**config.mk**
```make
export PLATFORM = sky130hd
export DESIGN_NAME = sapr_top
export DESIGN_NICKNAME = d
export VERILOG_FILES = /design/src/rtl/sapr_pkg.sv /design/src/rtl/sapr_stream_if.sv /design/src/rtl/sapr_top.sv /design/src/rtl/sapr_fifo.sv
export SDC_FILE = /design/constraint.sdc
export NUM_CORES = 1
export LEC_CHECK = 0
export ABC_AREA = 1
export ABC_CLOCK_PERIOD_IN_PS = 3800
export BUFFER_PORTS_ARGS = -buffer_cell sky130_fd_sc_hd__buf_2
export CAP_MARGIN = 20
export CORE_ASPECT_RATIO = 0.9
export CORE_MARGIN = 4
export CORE_UTILIZATION = 65
export DETAILED_ROUTE_END_ITERATION = 7
export GPL_TIMING_DRIVEN = 1
export PLACE_DENSITY_LB_ADDON = 0.08
export REMOVE_ABC_BUFFERS = 1
export SKIP_LAST_GASP = 1
export SYNTH_ARGS = -nofsm -noshare
export SYNTH_HDL_FRONTEND = slang
export SYNTH_SLANG_ARGS = --single-unit
export TNS_END_PERCENT = 30
```
**constraint.sdc**
```tcl
create_clock -name clock -period 3.8 [get_ports clock]
set_input_delay 0.57 -clock clock [delete_from_list [all_inputs] [get_ports clock]]
set_output_delay 0.57 -clock clock [all_outputs]
set_load 0.005 [all_outputs]
```
**src/rtl/sapr_pkg.sv**
```systemverilog
// Purpose: Shared constants and types of the converter readout block
// Assumes: 25 MHz system clock, result words of 16 bits
// Notes: Cycle counts are derived from the printed times below

package sapr_pkg;

    // ****************************************************************
    // Clock and timing
    // ****************************************************************
    localparam int CLK_PERIOD_NS = 40;

    // Busy low for a whole conversion, typical figure
    localparam int CONV_TIME_NS = 3300;
    localparam int CONV_CYCLES = (CONV_TIME_NS / CLK_PERIOD_NS < 1) ? 1 :
        CONV_TIME_NS / CLK_PERIOD_NS;

    // Least time the result is on the bus before busy rises, rounded up
    localparam int DATA_VALID_NS = 25;
    localparam int DATA_VALID_CYCLES =
        (DATA_VALID_NS + CLK_PERIOD_NS - 1) / CLK_PERIOD_NS;

    // Wait after busy rises before an automatic restart, rounded up so a
    // host that deselects late in the window is never cut short
    localparam int REARM_WINDOW_NS = 250;
    localparam int REARM_CYCLES =
        (REARM_WINDOW_NS + CLK_PERIOD_NS - 1) / CLK_PERIOD_NS;

    // Host guidance, kept for reference only, not used by the RTL or the bench
    localparam int START_LEAD_NS = 100;
    localparam int THROUGHPUT_US = 4;

    // ****************************************************************
    // Data format
    // ****************************************************************
    localparam int RESULT_W = 16;
    localparam int RESULT_TOP_BIT = 15;
    localparam int RESULT_BOTTOM_BIT = 0;
    localparam logic [15:0] RESULT_RESET = 16'h0000;
    localparam logic [15:0] CODE_POS_FULL = 16'h7fff;
    localparam logic [15:0] CODE_NEG_FULL = 16'h8000;
    localparam int FIFO_DEPTH = 8;

    // ****************************************************************
    // Conversion sequencer states
    // ****************************************************************
    typedef enum logic [1:0] {
        SAPR_IDLE,
        SAPR_CONV,
        SAPR_VALID
    } sapr_state_t;

endpackage

```
**src/rtl/sapr_stream_if.sv**
```systemverilog
// Purpose: Valid/ready word stream between the block's own modules
// Assumes: One clock for both ends
// Notes: Data only counts in a cycle where valid and ready are both high

interface sapr_stream_if #(
    parameter int WIDTH = 16
);
    logic valid;
    logic ready;
    logic [WIDTH-1:0] data;

    modport src (
        output valid,
        output data,
        input ready
    );

    modport snk (
        input valid,
        input data,
        output ready
    );
endinterface

```
**src/rtl/sapr_top.sv**
```systemverilog
// Purpose: Conversion sequencer and tri-state parallel result port
// Assumes: Host pins are synchronous to clock; the analog core hands
//          raw offset-binary codes over a valid/ready stream
// Notes: A conversion waits at its end for a code if the FIFO is empty
//
// What this block does and what it expects of the host
// [RULE1] Result lines undriven while chip select high, convert selected, or converting.
// [RULE2] Chip select falling with convert selected starts a conversion unless one runs.
// [RULE3] Chip select low with read selected and idle drives the stored result.
// [RULE4] Busy goes low at conversion start and high once it fully completes.
// [RULE5] Result valid on the bus before busy rises when reading is selected.
// [RULE6] Host must deselect soon after busy rises, else another conversion starts.
// [RULE7] Sixteen result lines, line 15 most significant, line 0 least.
// [RULE8] Results are two's complement: 7fff top, 0000 mid, 8000 bottom.
// [RULE9] Host lowers read/convert select well before chip select falls.
// [RULE10] Host spaces conversion starts about four microseconds apart.
// [RULE11] The latest result is kept for later reads until replaced.

module sapr_top
    import sapr_pkg::*;
#(
    parameter int WIDTH = RESULT_W,
    parameter int DEPTH = FIFO_DEPTH,
    parameter int CONV_CNT = CONV_CYCLES,
    parameter int VALID_CNT = DATA_VALID_CYCLES,
    parameter int REARM_CNT = REARM_CYCLES
)
(
    // Clock and reset
    input wire logic clock,
    input wire logic rstn,
    // Host control pins
    input wire logic read_sel,
    input wire logic cs_n,
    output logic busy_n,
    // Result bus, tri-state outputs
    output logic [WIDTH-1:0] result_o,
    output logic [WIDTH-1:0] result_oe,
    // Raw codes from the analog core
    input wire logic sample_valid,
    input wire logic [WIDTH-1:0] sample_data,
    output logic sample_ready,
    // Status
    output logic result_fresh
);

    localparam int CW = 8;
    localparam logic [CW-1:0] CONV_LAST = CW'(CONV_CNT - VALID_CNT - 1);
    localparam logic [CW-1:0] VALID_LAST = CW'(VALID_CNT - 1);
    localparam logic [CW-1:0] REARM_LAST = CW'(REARM_CNT - 1);

    // ****************************************************************
    // State
    // ****************************************************************
    typedef struct packed {
        sapr_state_t fsm;
        logic [CW-1:0] cnt;
        logic rearm_on;
        logic [CW-1:0] rearm_cnt;
        logic cs_n_prev;
        logic busy_n;
        logic fresh;
        logic [WIDTH-1:0] result;
    } sapr_top_st_t;

    sapr_top_st_t st_q;
    sapr_top_st_t st_d;

    sapr_stream_if #(.WIDTH(WIDTH)) in_s ();
    sapr_stream_if #(.WIDTH(WIDTH)) out_s ();

    logic cs_fall;
    logic start_edge;
    logic start_auto;
    logic converting;
    logic drive_bus;
    logic [WIDTH-1:0] coded;

    // ****************************************************************
    // Sample buffer
    // ****************************************************************
    // Back-pressure reaches the analog core through sample_ready
    assign in_s.valid = sample_valid;
    assign in_s.data = sample_data;
    assign sample_ready = in_s.ready;

    sapr_fifo #(
        .WIDTH(WIDTH),
        .DEPTH(DEPTH)
    ) u_fifo (
        .clock(clock),
        .rstn(rstn),
        .wr(in_s),
        .rd(out_s)
    );

    // ****************************************************************
    // Output coding
    // ****************************************************************
    // Offset binary to two's complement: only the top bit flips
    genvar gi;
    generate
        for (gi = 0; gi < WIDTH; gi++)
        begin : g_code
            if (gi == WIDTH - 1)
            begin : g_top
                assign coded[gi] = ~out_s.data[gi]; // RULE8
            end
            else
            begin : g_rest
                assign coded[gi] = out_s.data[gi]; // RULE8
            end
        end
    endgenerate

    // ****************************************************************
    // Start detection
    // ****************************************************************
    assign cs_fall = st_q.cs_n_prev & ~cs_n;
    assign converting = (st_q.fsm == SAPR_CONV);
    // Edges that arrive while busy is low are dropped, not queued
    assign start_edge = cs_fall & ~read_sel & (st_q.fsm == SAPR_IDLE); // RULE2
    // Host left both pins low through the window after busy rose
    assign start_auto = st_q.rearm_on & (st_q.rearm_cnt == REARM_LAST)
        & ~cs_n & ~read_sel & (st_q.fsm == SAPR_IDLE); // RULE6

    // ****************************************************************
    // Sequencer
    // ****************************************************************
    always_comb
    begin
        st_d = st_q;
        st_d.cs_n_prev = cs_n;
        out_s.ready = 1'b0;
        if (st_q.rearm_on)
        begin
            if (st_q.rearm_cnt == REARM_LAST || cs_n || read_sel)
            begin
                st_d.rearm_on = 1'b0;
            end
            else
            begin
                st_d.rearm_cnt = st_q.rearm_cnt + CW'(1);
            end
        end
        unique case (st_q.fsm)
            SAPR_IDLE:
            begin
                if (start_edge || start_auto)
                begin
                    st_d.fsm = SAPR_CONV; // RULE2
                    st_d.cnt = '0;
                    st_d.rearm_on = 1'b0;
                end
            end
            SAPR_CONV:
            begin
                if (st_q.cnt != CONV_LAST)
                begin
                    st_d.cnt = st_q.cnt + CW'(1);
                end
                else if (out_s.valid)
                begin
                    // Stall here until the core delivers a code
                    out_s.ready = 1'b1;
                    st_d.result = coded; // RULE11
                    st_d.fresh = 1'b1;
                    st_d.fsm = SAPR_VALID;
                    st_d.cnt = '0;
                end
            end
            SAPR_VALID:
            begin
                // Bus may already be driven here, ahead of busy rising
                if (st_q.cnt != VALID_LAST)
                begin
                    st_d.cnt = st_q.cnt + CW'(1);
                end
                else
                begin
                    st_d.fsm = SAPR_IDLE; // RULE5
                    st_d.rearm_on = 1'b1;
                    st_d.rearm_cnt = '0;
                end
            end
        endcase
        st_d.busy_n = (st_d.fsm == SAPR_IDLE); // RULE4
        if (drive_bus)
        begin
            st_d.fresh = 1'b0;
        end
        if (st_q.fsm == SAPR_CONV && st_d.fsm == SAPR_VALID)
        begin
            // A new result outranks a read in the same cycle
            st_d.fresh = 1'b1;
        end
    end

    always_ff @(posedge clock or negedge rstn)
    begin
        if (!rstn)
        begin
            st_q.fsm <= SAPR_IDLE;
            st_q.cnt <= '0;
            st_q.rearm_on <= 1'b0;
            st_q.rearm_cnt <= '0;
            st_q.cs_n_prev <= 1'b1;
            st_q.busy_n <= 1'b1;
            st_q.fresh <= 1'b0;
            st_q.result <= WIDTH'(RESULT_RESET);
        end
        else
        begin
            st_q <= st_d;
        end
    end

    // ****************************************************************
    // Result bus
    // ****************************************************************
    assign drive_bus = ~cs_n & read_sel & ~converting; // RULE1 RULE3
    assign result_o = st_q.result; // RULE7
    assign result_oe = {WIDTH{drive_bus}}; // RULE1
    assign busy_n = st_q.busy_n; // RULE4
    assign result_fresh = st_q.fresh;

endmodule

```
**src/rtl/sapr_fifo.sv**
```systemverilog
// Purpose: Small word FIFO between the sample source and the sequencer
// Assumes: Depth is a power of two
// Notes: Full and empty come straight from the occupancy count

module sapr_fifo
    import sapr_pkg::*;
#(
    parameter int WIDTH = RESULT_W,
    parameter int DEPTH = FIFO_DEPTH
)
(
    // Clock and reset
    input wire logic clock,
    input wire logic rstn,
    // Filling side
    sapr_stream_if.snk wr,
    // Draining side
    sapr_stream_if.src rd
);

    localparam int AW = $clog2(DEPTH);

    typedef struct packed {
        logic [DEPTH-1:0][WIDTH-1:0] mem;
        logic [AW-1:0] wptr;
        logic [AW-1:0] rptr;
        logic [AW:0] count;
    } sapr_fifo_st_t;

    sapr_fifo_st_t st_q;
    sapr_fifo_st_t st_d;
    logic push;
    logic pop;

    // ****************************************************************
    // Handshakes
    // ****************************************************************
    assign wr.ready = (st_q.count != (AW+1)'(DEPTH));
    assign rd.valid = (st_q.count != '0);
    assign rd.data = st_q.mem[st_q.rptr];
    assign push = wr.valid & wr.ready;
    assign pop = rd.valid & rd.ready;

    // ****************************************************************
    // Storage and pointers
    // ****************************************************************
    always_comb
    begin
        st_d = st_q;
        if (push)
        begin
            st_d.mem[st_q.wptr] = wr.data;
            st_d.wptr = st_q.wptr + AW'(1);
        end
        if (pop)
        begin
            st_d.rptr = st_q.rptr + AW'(1);
        end
        unique case ({push, pop})
            2'b10: st_d.count = st_q.count + (AW+1)'(1);
            2'b01: st_d.count = st_q.count - (AW+1)'(1);
            default: st_d.count = st_q.count;
        endcase
    end

    always_ff @(posedge clock or negedge rstn)
    begin
        if (!rstn)
        begin
            st_q <= '0;
        end
        else
        begin
            st_q <= st_d;
        end
    end

endmodule

```
==> impl_metrics.json <==
{
  "hold_violations": 0,
  "post-route-drc-count": 0,
  "drv_slew": 0,
  "cellPowerDensity_nw_per_um2": 439,
  "path_class": "flip-flop to flip-flop",
  "insertion_delay_ns": 0.43,
  "cts_resized": 0,
  "status": "completed",
  "placed_cells": 1075,
  "hp-class": "input pin to asynchronous set/reset pin",
  "viasPerCell": 5.89,
  "ys_types": 41,
  "cp.depth": 16,
  "max_stage_delay_ns": 0.40,
  "cts_root_buffer": "clkbuf_16",
  "die_h_um": 116,
  "drtIter0Drc": 690,
  "worst_pin_slew_ns": 0.990,
  "start_kind": "flip-flop",
  "synth_seq_cells": 176,
  "fill_cells": 970,
  "clk_path_buf_depth": 2,
  "fin_nets": 965,
  "path_buf_inv": 2,
  "r2r_slack_ns": 0.83,
  "rsz0062_at_grt": "false",
  "layout-area-overhead-vs-synth_pct": 8.30,
  "final_cells": 1107,
  "portBuffers": 55,
  "post_cts_buffers": 0,
  "required_ns": 4.11,
  "io_pins": 56,
  "setup_ws_ns": 0.828,
  "r2r-start": "st_q[28]",
  "slew-limit-headroom_pct": 34.0,
  "ir_drop_v": 0.000425,
  "crit_path_top_delay_cell": "dfrtp_1",
  "seq_area_um2": 4410,
  "holdBufCountCts": 0,
  "total_power_mw": 4.02,
  "fin_skew_ns": 0.00773,
  "die_w_um": 128,
  "h-tree-depth": 4,
  "ant_nets": 0,
  "dp_slack_ns": 0.868,
  "cts_tree": "done",
  "antenna_found_initial": 0,
  "coreArea_um2": 12700,
  "synth_seq_area_share_pct": 52.1,
  "start_util_pct": 66.4,
  "grt_first_pass_wirelength_um": 32100,
  "multiInputGateArea_um2": 3320,
  "yosys_warnings": 0,
  "maxCapViolCount": 0,
  "gp_congestion": 0.746,
  "dp_hpwl_um": 11500,
  "netlist_instances": 928,
  "reg2reg_to": "u_fifo.st_q[3]",
  "synth.avg_cell_area_um2": 9.11,
  "mappedNetlistArea_um2": 8450,
  "num_rows": 39,
  "grt_pass1_vias": 6320,
  "grt_max_degree": 102,
  "num_antenna_cells": 0,
  "wl_per_cell_um": 17.8,
  "vias": 6516,
  "max_freq_ghz": 0.336,
  "layout-drive-gt1-share_pct": 14.8,
  "timing.final.crit_period_ns": 2.97,
  "numClockSinks": 176,
  "gr-usage-all-layers_pct": 27.6,
  "period_share_pct": 78.2,
  "cp_max_fo": 16,
  "arrival_ns": 3.29,
  "wl_um": 19700,
  "numCtsBuffers": 17,
  "final.setup.tns_ns": 0,
  "cpLargestDelayFamily": "simple AND/OR/NAND/NOR gates",
  "cp_cell_sequence": "inv_1 > ha_1 > nand3_2 > nor2_4 > nand2_2 > a31oi_4 > buf_4 > ha_1 > ha_1 > nand2_1 > nor2_1 > a211oi_1 > nor2_1 > nor2_1 > nand2_1 > xor2_1",
  "finalSetupViolCount": 0,
  "dieArea_um2": 14900,
  "whs_ns": 0.235,
  "dr.pass1.iters": 6,
  "grt_overflow": 0,
  "reg2reg_depth": 16,
  "clk_pin_slew_ns": 0.06,
  "endpoint_kind": "flip-flop",
  "p_leak_nw": 4.25
}
==> cells by family (layout without fill, tap and decap cells) <==
kind of cell / after synthesis / after routing / share of synthesized area, %
DFF: 176 / 176 / 52.1
xor gates and xnor gates: 11 / 11 / 1.14
and+or+nand+nor: 317 / 317 / 17.2
adders and majority gates: 14 / 14 / 2.16
AOI/OAI and AO/OA: 268 / 268 / 18.8
buffers and inverters: 142 / 157 / 8.64
==> cell usage after synthesis <==
cell / n / area share, %
nand2_1: 242 / 11
dfrtp_1: 174 / 52
o21ai_0: 129 / 7.6
a21oi_1: 69 / 4.1
inv_1: 51 / 2.3
buf_4: 37 / 3.3
buf_2: 29 / 1.7
nor2_1: 26 / 1.2
o21ai_1: 16 / 0.95
a221o_1: 15 / 1.8
a221oi_1: 15 / 1.6
o22a_1: 15 / 1.6
ha_1: 13 / 1.9
nand3_1: 13 / 0.77
clkbuf_1: 10 / 0.44
xor2_1: 10 / 1.0
nand2_2: 9 / 0.67
nand4_4: 7 / 1.8
buf_1: 6 / 0.27
nand3_2: 6 / 0.71
inv_2: 5 / 0.22
nor2_4: 4 / 0.53
buf_6: 3 / 0.40
nor3_1: 3 / 0.18
dfstp_2: 2 / 0.62
nor2_2: 2 / 0.15
o21a_1: 2 / 0.18
o221ai_1: 2 / 0.21
a211oi_1: 1 / 0.089
a21oi_4: 1 / 0.19
a31oi_4: 1 / 0.25
clkinv_1: 1 / 0.044
fa_1: 1 / 0.24
nand4_1: 1 / 0.074
nand4_2: 1 / 0.15
nor3_2: 1 / 0.12
nor3b_1: 1 / 0.089
o21ai_2: 1 / 0.10
o21ai_4: 1 / 0.19
or2_1: 1 / 0.074
xnor2_1: 1 / 0.10
==> report_power, final <==
part | switching, mW | leakage [nW] | internal, mW
logic | 0.179 | 1.52 | 0.0802
clock network | 0.707 | 0.307 | 1.15
registers | 0.00967 | 2.42 | 1.89
==> layout make-up <==
class / count / area share (%)
flip-flops and latches: 176 / 48.1
repair buffers: 68 / 4.14
multi-input cells: 610 / 36.2
clock inverters: 9 / 1.69
inverters: 57 / 2.34
well taps: 164 / 2.24
clock buffers: 23 / 5.22
==> stage by stage <==
stage / area, um^2 / util [%]
floorplan: 7940 / -
global placement: 8520 / 66.9
detailed placement: 8520 / 66.9
CTS: 9160 / 71.9
global route: 9160 / 71.9
finish: 9160 / 71.9
==> how the worst max path moves through the flow <==
stage                      to  slack, ns  startpoint
6_report       u_fifo.st_q[3]       0.83    st_q[28]
5_1_grt        u_fifo.st_q[3]       0.66    st_q[28]
4_1_cts        u_fifo.st_q[3]       0.83    st_q[28]
3_5_place_dp   u_fifo.st_q[3]       0.87    st_q[28]
3_3_place_gp   u_fifo.st_q[3]       1.06    st_q[28]
2_1_floorplan    result_oe[0]       0.80    st_q[37]
==> routing by layer <==
metal  routed length, um  up-vias  global-route usage (%)
li1                    -     3088                       -
met1                8910     3153                    39.5
met2                9220      243                    42.9
met3                1230       32                    5.58
met4                 304        0                    8.63
met5                   0        -                       0
==> cell usage in the layout, fill, tap and decap left out, drive strengths merged <==
cell type	count
nand2	251
dfrtp	174
o21ai	147
a21oi	70
buf	68
inv	56
nor2	32
clkbuf	23
nand3	19
a221oi	15
a221o	15
o22a	15
ha	13
xor2	10
nand4	9
clkinv	5
bufinv	4
nor3	4
o221ai	2
o21a	2
dfstp	2
a31oi	1
nor3b	1
xnor2	1
or2	1
a211oi	1
fa	1
clkinvlp	1
==> state kept, by name (all words and copies together), names as in the netlist <==
signal	flops
u_fifo.st_q	138
result_fresh	1
result_o	16
st_q	20
busy_n	1
Power figures use the tool's default switching activity.
